`config.mk`:
```
export PLATFORM = sky130hd
export DESIGN_NAME = cpu_branch_return_decode
export DESIGN_NICKNAME = d
export VERILOG_FILES = /design/src/rtl/cpu_branch_return_pkg.sv /design/src/rtl/data_ram.sv /design/src/rtl/cpu_branch_return_decode.sv
export VERILOG_INCLUDE_DIRS = /design/src /design/src/rtl
export SDC_FILE = /design/constraint.sdc
export NUM_CORES = 2
export LEC_CHECK = 0
export BUFFER_PORTS_ARGS = -buffer_cell sky130_fd_sc_hd__buf_2
export CORE_ASPECT_RATIO = 0.5
export CORE_MARGIN = 2
export CORE_UTILIZATION = 30
export CTS_BUF_LIST = sky130_fd_sc_hd__clkbuf_8
export CTS_CLUSTER_DIAMETER = 40
export DETAILED_ROUTE_END_ITERATION = 7
export GPL_TIMING_DRIVEN = 0
export PLACE_DENSITY = 0.4
export SYNTH_ARGS = -nofsm -noshare
export SYNTH_HDL_FRONTEND = slang
export SYNTH_SLANG_ARGS = --single-unit
export TNS_END_PERCENT = 5
```
`constraint.sdc`:
```
create_clock -name mclk -period 17.61 [get_ports mclk]
set_input_delay 0.8805 -clock mclk [delete_from_list [all_inputs] [get_ports mclk]]
set_output_delay 0.8805 -clock mclk [all_outputs]
set_load 0.1 [all_outputs]
```
`src/rtl/cpu_branch_return_defines.svh`:
```
// Purpose: Constants for the branch and interrupt-return decoder.
// Assumes: Included by its bare name.
// Notes: Working register n lives at data address WREG_BASE + n.
`ifndef CPU_BRANCH_RETURN_DEFINES_SVH
`define CPU_BRANCH_RETURN_DEFINES_SVH
`define OP_LO_DEC_BRANCH 4'hA
`define OP_LO_COND_JUMP 4'hD
`define OP_INT_RETURN 8'hBF
`define OP_INT_DISABLE 8'h8F
`define OP_INT_ENABLE 8'h9F
`define LEN_DEC_BRANCH 16'h0002
`define LEN_COND_JUMP 16'h0003
`define LEN_ONE 16'h0001
`define STACK_POP_TWO 8'h02
`define WREG_BASE 8'hE0
`define FLAG_C 7
`define FLAG_Z 6
`define FLAG_S 5
`define FLAG_V 4
`define IEN_BIT 7
`define PC_RESET 16'h0000
`define SP_RESET 8'hFF
`define FLAGS_RESET 8'h00
`define IRQ_CTL_RESET 8'h00
`endif

```
`src/rtl/cpu_branch_return_pkg.sv`:
```
// Purpose: Types for the branch and interrupt-return decoder.
// Assumes: Nothing beyond the defines header.
// Notes: Types only.
package cpu_branch_return_pkg;
    typedef enum logic [2:0] {
        st_idle,
        st_dj_read,
        st_ir_flags,
        st_ir_high,
        st_ir_low
    } state_t;
    typedef struct packed {
        logic [7:0] opcode;
        logic [7:0] op1;
        logic [7:0] op2;
    } instr_t;
    typedef struct packed {
        logic wr;
        logic [7:0] addr;
        logic [7:0] data;
        logic sp_ld;
        logic [7:0] sp_val;
    } loader_t;
    typedef struct packed {
        state_t st;
        instr_t ins;
        logic [15:0] pc;
        logic [7:0] sp;
        logic [7:0] flags;
        logic [7:0] irq_ctl;
        logic ready;
        logic done;
        logic illegal;
    } core_t;
endpackage

```
`src/rtl/data_ram.sv`:
```
// Purpose: 256-byte internal data space holding registers and stack.
// Assumes: One port; write and read share the address.
// Notes: Read data come out of a register one cycle after the address.
`timescale 1ns/1ps
`default_nettype none
module data_ram (
    input wire logic mclk,
    input wire logic we,
    input wire logic [7:0] addr,
    input wire logic [7:0] wdata,
    output logic [7:0] rdata_q
);
    logic [7:0] mem [0:255];
    always_ff @(posedge mclk) begin
        if (we) begin
            mem[addr] <= wdata;
        end
        rdata_q <= mem[addr];
    end
endmodule
`default_nettype wire

```
`src/rtl/cpu_branch_return_decode.sv`:
```
// Purpose: Executes decrement-branch, conditional jump, interrupt return and enable toggles.
// Assumes: One instruction is offered at a time with all its bytes; ready gates it.
// Notes: Other opcodes step the program counter by one and pulse illegal.
//        Data space is one single-ported RAM, so every pop costs a cycle of latency.
//        Instructions and loader traffic are refused on the first edge after reset.
//        Only bit 7 of the interrupt control register is kept; the rest stay zero.
`timescale 1ns/1ps
`default_nettype none
`include "cpu_branch_return_defines.svh"
module cpu_branch_return_decode (
    input wire logic mclk,
    input wire logic rst_b,
    input wire logic instr_valid,
    input wire cpu_branch_return_pkg::instr_t instr,
    input wire cpu_branch_return_pkg::loader_t loader,
    output logic ready,
    output logic done,
    output logic illegal,
    output logic [15:0] pc,
    output logic [7:0] sp,
    output logic [7:0] flags,
    output logic [7:0] irq_ctl
);
    cpu_branch_return_pkg::core_t cur_q;
    cpu_branch_return_pkg::core_t cur_d;
    logic ram_we;
    logic [7:0] ram_addr;
    logic [7:0] ram_wdata;
    logic [7:0] ram_rdata_q;
    logic [7:0] dec_val;
    logic take_instr;

    // Working register n sits at a fixed base in data space.
    function automatic logic [7:0] wreg_addr(input logic [3:0] n);
        wreg_addr = `WREG_BASE | {4'h0, n};
    endfunction

    function automatic logic [15:0] pc_after(input logic [15:0] p, input logic [15:0] len);
        pc_after = p + len;
    endfunction

    // The displacement is signed and counts from the byte after the instruction.
    function automatic logic [15:0] rel_target(input logic [15:0] p, input logic [7:0] d);
        logic [15:0] ext;
        ext = {{8{d[7]}}, d};
        rel_target = pc_after(p, `LEN_DEC_BRANCH) + ext;
    endfunction

    // Codes 8 to F are the inverses of codes 0 to 7.
    function automatic logic cond_true(input logic [3:0] cc, input logic [7:0] f);
        logic c;
        logic z;
        logic s;
        logic v;
        logic r;
        c = f[`FLAG_C];
        z = f[`FLAG_Z];
        s = f[`FLAG_S];
        v = f[`FLAG_V];
        case (cc[2:0])
            3'h0: r = 1'b0;
            3'h1: r = s ^ v;
            3'h2: r = z | (s ^ v);
            3'h3: r = c | z;
            3'h4: r = v;
            3'h5: r = s;
            3'h6: r = z;
            default: r = c;
        endcase
        if (cc[3]) begin
            cond_true = ~r;
        end else begin
            cond_true = r;
        end
    endfunction

    // One shared port keeps the data space small; the cost is one extra cycle per pop.
    data_ram u_ram (
        .mclk(mclk),
        .we(ram_we),
        .addr(ram_addr),
        .wdata(ram_wdata),
        .rdata_q(ram_rdata_q)
    );

    // The decrement leaves the flags alone; only the register and the counter change.
    assign dec_val = ram_rdata_q - 8'h01;
    // Loader traffic wins over an offered instruction, so preloads never race a fetch.
    assign take_instr = cur_q.ready && instr_valid && !loader.wr && !loader.sp_ld;

    // Defaults hold all state, drop the pulses and park the RAM address on the stack.
    always_comb begin
        cur_d = cur_q;
        cur_d.done = 1'b0;
        cur_d.illegal = 1'b0;
        ram_we = 1'b0;
        ram_addr = cur_q.sp;
        ram_wdata = loader.data;
        case (cur_q.st)
            cpu_branch_return_pkg::st_idle: begin
                if (cur_q.ready && loader.wr) begin
                    ram_we = 1'b1;
                    ram_addr = loader.addr;
                end
                if (cur_q.ready && loader.sp_ld) begin
                    cur_d.sp = loader.sp_val;
                end
                if (take_instr) begin
                    cur_d.ins = instr;
                    if (instr.opcode[3:0] == `OP_LO_DEC_BRANCH) begin
                        // The RAM answers a cycle late, so the register read starts here.
                        ram_addr = wreg_addr(instr.opcode[7:4]);
                        cur_d.st = cpu_branch_return_pkg::st_dj_read;
                    end else if (instr.opcode[3:0] == `OP_LO_COND_JUMP) begin
                        cur_d.done = 1'b1;
                        if (cond_true(instr.opcode[7:4], cur_q.flags)) begin
                            cur_d.pc = {instr.op1, instr.op2};
                        end else begin
                            cur_d.pc = pc_after(cur_q.pc, `LEN_COND_JUMP);
                        end
                    end else if (instr.opcode == `OP_INT_RETURN) begin
                        ram_addr = cur_q.sp;
                        cur_d.st = cpu_branch_return_pkg::st_ir_flags;
                    end else if (instr.opcode == `OP_INT_DISABLE) begin
                        cur_d.irq_ctl[`IEN_BIT] = 1'b0;
                        cur_d.pc = pc_after(cur_q.pc, `LEN_ONE);
                        cur_d.done = 1'b1;
                    end else if (instr.opcode == `OP_INT_ENABLE) begin
                        cur_d.irq_ctl[`IEN_BIT] = 1'b1;
                        cur_d.pc = pc_after(cur_q.pc, `LEN_ONE);
                        cur_d.done = 1'b1;
                    end else begin
                        // Unknown bytes still advance, so a stray opcode cannot stall the core.
                        cur_d.pc = pc_after(cur_q.pc, `LEN_ONE);
                        cur_d.illegal = 1'b1;
                        cur_d.done = 1'b1;
                    end
                end
            end
            cpu_branch_return_pkg::st_dj_read: begin
                ram_we = 1'b1;
                ram_addr = wreg_addr(cur_q.ins.opcode[7:4]);
                ram_wdata = dec_val;
                if (dec_val != 8'h00) begin
                    cur_d.pc = rel_target(cur_q.pc, cur_q.ins.op1);
                end else begin
                    cur_d.pc = pc_after(cur_q.pc, `LEN_DEC_BRANCH);
                end
                cur_d.done = 1'b1;
                cur_d.st = cpu_branch_return_pkg::st_idle;
            end
            cpu_branch_return_pkg::st_ir_flags: begin
                // Every flag takes the popped value.
                cur_d.flags = ram_rdata_q;
                cur_d.sp = cur_q.sp + 8'h01;
                ram_addr = cur_q.sp + 8'h01;
                cur_d.st = cpu_branch_return_pkg::st_ir_high;
            end
            cpu_branch_return_pkg::st_ir_high: begin
                // The stack is big-endian: the high byte sits at the lower address.
                // High byte first.
                cur_d.pc[15:8] = ram_rdata_q;
                ram_addr = cur_q.sp + 8'h01;
                cur_d.st = cpu_branch_return_pkg::st_ir_low;
            end
            cpu_branch_return_pkg::st_ir_low: begin
                cur_d.pc[7:0] = ram_rdata_q;
                cur_d.sp = cur_q.sp + `STACK_POP_TWO;
                cur_d.irq_ctl[`IEN_BIT] = 1'b1;
                cur_d.done = 1'b1;
                cur_d.st = cpu_branch_return_pkg::st_idle;
            end
            default: begin
                cur_d.st = cpu_branch_return_pkg::st_idle;
            end
        endcase
        // Ready is registered, so it reflects the state being entered.
        cur_d.ready = (cur_d.st == cpu_branch_return_pkg::st_idle);
    end

    // Ready resets low, so nothing is taken on the first edge after release.
    always_ff @(posedge mclk) begin
        if (!rst_b) begin
            cur_q.st <= cpu_branch_return_pkg::st_idle;
            cur_q.ins <= '0;
            cur_q.pc <= `PC_RESET;
            cur_q.sp <= `SP_RESET;
            cur_q.flags <= `FLAGS_RESET;
            cur_q.irq_ctl <= `IRQ_CTL_RESET;
            cur_q.ready <= 1'b0;
            cur_q.done <= 1'b0;
            cur_q.illegal <= 1'b0;
        end else begin
            cur_q <= cur_d;
        end
    end

    // Every output is a field of the state register.
    assign ready = cur_q.ready;
    assign done = cur_q.done;
    assign illegal = cur_q.illegal;
    assign pc = cur_q.pc;
    assign sp = cur_q.sp;
    assign flags = cur_q.flags;
    assign irq_ctl = cur_q.irq_ctl;
endmodule
`default_nettype wire

```
==> flow_metrics.env <==
export IMPL_leakage_nw=35.46
export IMPL_overflow=0
export IMPL_wl_per_cell_um=32.22
export IMPL_viasPerCell=5.276
export IMPL_avgSynthCellArea_um2=14.97
export IMPL_crit_arrival_ns=7.78
export IMPL_worst_pin_slew_ns=1.501
export IMPL_hold_viol_final=0
export IMPL_clockBufferDepth=4
export IMPL_min_from="loader[6]"
export IMPL_clkPwrFrac_pct=38.2
export IMPL_status="finished, violations left"
export IMPL_max_cap_violations=2
export IMPL_fin_skew_ns=0.08032
export IMPL_clockRootBuffer="clkbuf_8"
export IMPL_dr_total_vias=54280
export IMPL_die_w_um=759.3
export IMPL_io_pins=96
export IMPL_power_mw=11.03
export IMPL_power_internal_mw=8.001
export IMPL_grt_max_degree=47
export IMPL_dieArea_mm2=0.2898
export IMPL_min_period_ns=7.199
export IMPL_die_h_um=381.6
export IMPL_async_reset_ff_share_pct=0
export IMPL_synth_seq_area_share_pct=73.25
export IMPL_grt_pass1_wl_um=446300
export IMPL_violations="design-rule violations, max-capacitance violations, max-slew violations"
export IMPL_tritoncts="built"
export IMPL_r2r_end="u_ram.rdata_q[6]"
export IMPL_end_kind="flip-flop"
export IMPL_rsz0062_at_grt="false"
export IMPL_synth_top_cell_area_share_pct=71.87
export IMPL_synthMostInstantiatedCell="edfxtp_1"
export IMPL_combinationalPowerShare_pct=11.6
export IMPL_areaGrowthSynthToFinish_pct=15.71
export IMPL_switchingPower_mw=3.034
export IMPL_ys_ff_latch=2107
export IMPL_fin_nets=6313
export IMPL_irDropWorstVdd_v=0.00007521
export IMPL_rows=138
export IMPL_ctsHoldBuffers=0
export IMPL_relSlewSlack_pct=-0.04015
export IMPL_port_buffers=85
export IMPL_switching_share_pct=27.49
export IMPL_antenna_found_initial=29
export IMPL_critical_path_max_fanout=12
export IMPL_syn_inst=5717
export IMPL_drtIter0Drc=6786
export IMPL_synth_ff_type="edfxtp_1"
export IMPL_yosys_warnings=0
export IMPL_routed_wl_um=331500
export IMPL_whs_path_depth=3
export IMPL_core_area_mm2=0.2833
export IMPL_power_density_mw_per_mm2=111.4
export IMPL_cts_made_buffers=349
export IMPL_ant_nets=0
export IMPL_reg2reg_from="ready"
export IMPL_post_route_period_util_pct=40.88
export IMPL_min_to="sp[6]"
export IMPL_dpl_hpwl_um=242000
export IMPL_synth_edf_count=2048
export IMPL_clk_latency_ns=1.02
export IMPL_cts_resized=0
export IMPL_synth_top_cells_by_count="edfxtp_1, mux2i_1, nand2_1, o22ai_1, nor2_1"
export IMPL_drive_above_1_share_pct=13.61
export IMPL_slew_violations=10
export IMPL_power_frac_seq_pct=50.2
export IMPL_critPathLaunchType="flip-flop"
export IMPL_netlist_top_cells_area="edfxtp_1, mux2i_1, o22ai_1, nand2_1, nor2_1"
export IMPL_clkTransAtPathRegs_ns=0.06
export IMPL_syn_cell_area_mm2=0.08557
export IMPL_r2r_cells=15
export IMPL_clock_sinks=2107
export IMPL_drt_pass1_iter_count=8
export IMPL_tns_ns=0
export IMPL_setup_viol=0
export IMPL_synth_top_area_cell="edfxtp_1"
export IMPL_rrSetupSlack_ns=10.41
export IMPL_critPathKind="flip-flop to flip-flop"
export IMPL_hp_class="input port to flip-flop"
export IMPL_place_gp_congestion=0.9246
export IMPL_grt_pass1_vias=53760
export IMPL_start_util_pct=30.20
export IMPL_stdcell_area_mm2=0.09902
export IMPL_synthDistinctLibCells=89
export IMPL_track_usage_pct=22.24
export IMPL_htree_levels=5
export IMPL_placed_area_mm2=0.09247
export IMPL_max_freq_mhz=138.9
export IMPL_drc=1
export IMPL_cp_data_required_time_ns=18.19
export IMPL_cts_setup_buffers=0
-- metal layers --
layer	up-vias	wire, um	track usage [%]
li1	23140	-	-
met4	14	11600	7.196
met1	28170	149700	31.72
met5	-	90	0
met2	2409	143500	33.71
met3	549	26560	4.836
-- through the flow --
step	utilization (%)	hold slack (ns)	setup slack (ns)	instances
4_1_cts	34.93	0.1272	10.46	10280
5_1_grt	34.94	0.1681	10.32	10280
2_1_floorplan	-	0.4319	3.992	5723
3_3_place_gp	32.03	0.4567	-17.03	9588
3_5_place_dp	32.64	0.4538	9.954	9664
6_report	34.95	0.2249	10.41	10290
-- kinds of logic after synthesis --
logic type | Yosys count | synth area share (%)
flops | 2107 | 73.25
other cells | 1 | 0.004382
simple gates | 1402 | 7.084
compound gates | 895 | 6.853
buf+inv | 430 | 2.492
mux | 803 | 9.393
xor+xnor | 55 | 0.5629
fa+ha+maj | 24 | 0.3597
-- layout by cell type, fill, tap and decap left out, drive strengths merged, types with 12 or more instances in the layout --
cell type and instances:
o41ai 17, bufinv 18, o21bai 12, and3 20, xor2 18, dfxtp 59
nand3 219, o211ai 29, ha 23, a31oi 16, clkinv 122, clkinvlp 16
edfxtp 2048, mux2i 803, nand4 19, o22ai 406, a211oi 16, nand2 664
a32o 15, inv 117, clkbuf 506, a21oi 157, nor3 38, xnor2 37
buf 425, o21ai 105, nor2 333, nor4 59
-- power groups by stage --
stage / Clock [mW] / Sequential (mW) / Combinational, mW
after floorplan: 0 / 5.69 / 0.606
after global placement: 0 / 5.81 / 1.20
after detailed placement: 0 / 5.64 / 1.26
after global routing: 4.52 / 5.54 / 1.31
final: 4.22 / 5.54 / 1.28
after CTS: 4.30 / 5.54 / 1.26
-- layout make-up --
| class | count | area (um2) |
|---|---|---|
| Fill cell | 27230 | 184300 |
| Sequential cell | 2107 | 62680 |
| Multi-Input combinational cell | 3186 | 20880 |
| Clock buffer | 361 | 4969 |
| Tap cell | 3780 | 4730 |
| Buffer | 408 | 2066 |
| Timing Repair Buffer | 162 | 2047 |
| Clock inverter | 251 | 1536 |
| Inverter | 22 | 82.58 |
| Antenna cell | 11 | 27.53 |
-- worst max-delay path, stage by stage (launching register included) --
cell,delay [ns]
dfxtp_1,0.34
buf_2,0.19
nand4bb_1,0.39
nor2_4,0.36
a311o_1,0.24
or2_1,0.11
buf_4,0.31
buf_2,0.61
buf_2,0.44
buf_2,0.69
mux2i_1,0.31
o22ai_1,0.14
o41ai_1,0.55
o21ai_0,0.36
o21ai_0,0.91
nand4_1,0.75
-- registers in the layout, indices dropped and copies added (netlist names) --
register	cells
sp	8
done	1
pc	16
illegal	1
u_ram.rdata_q	8
ready	1
u_ram.mem	2048
cur_q	15
flags	8
irq_ctl	1
-- worst max path at each step --
stage / end / startpoint / slack (ns)
after detailed placement: u_ram.rdata_q[6] / instr[17] / 9.95
final: u_ram.rdata_q[6] / ready / 10.41
after floorplan: u_ram.mem[0][0] / cur_q[69] / 3.99
after CTS: u_ram.rdata_q[6] / ready / 10.46
after global placement: u_ram.mem[73][2] / cur_q[69] / -17.03
after global routing: u_ram.rdata_q[6] / ready / 10.32
Note: power is estimated with default switching activity, not from simulation.
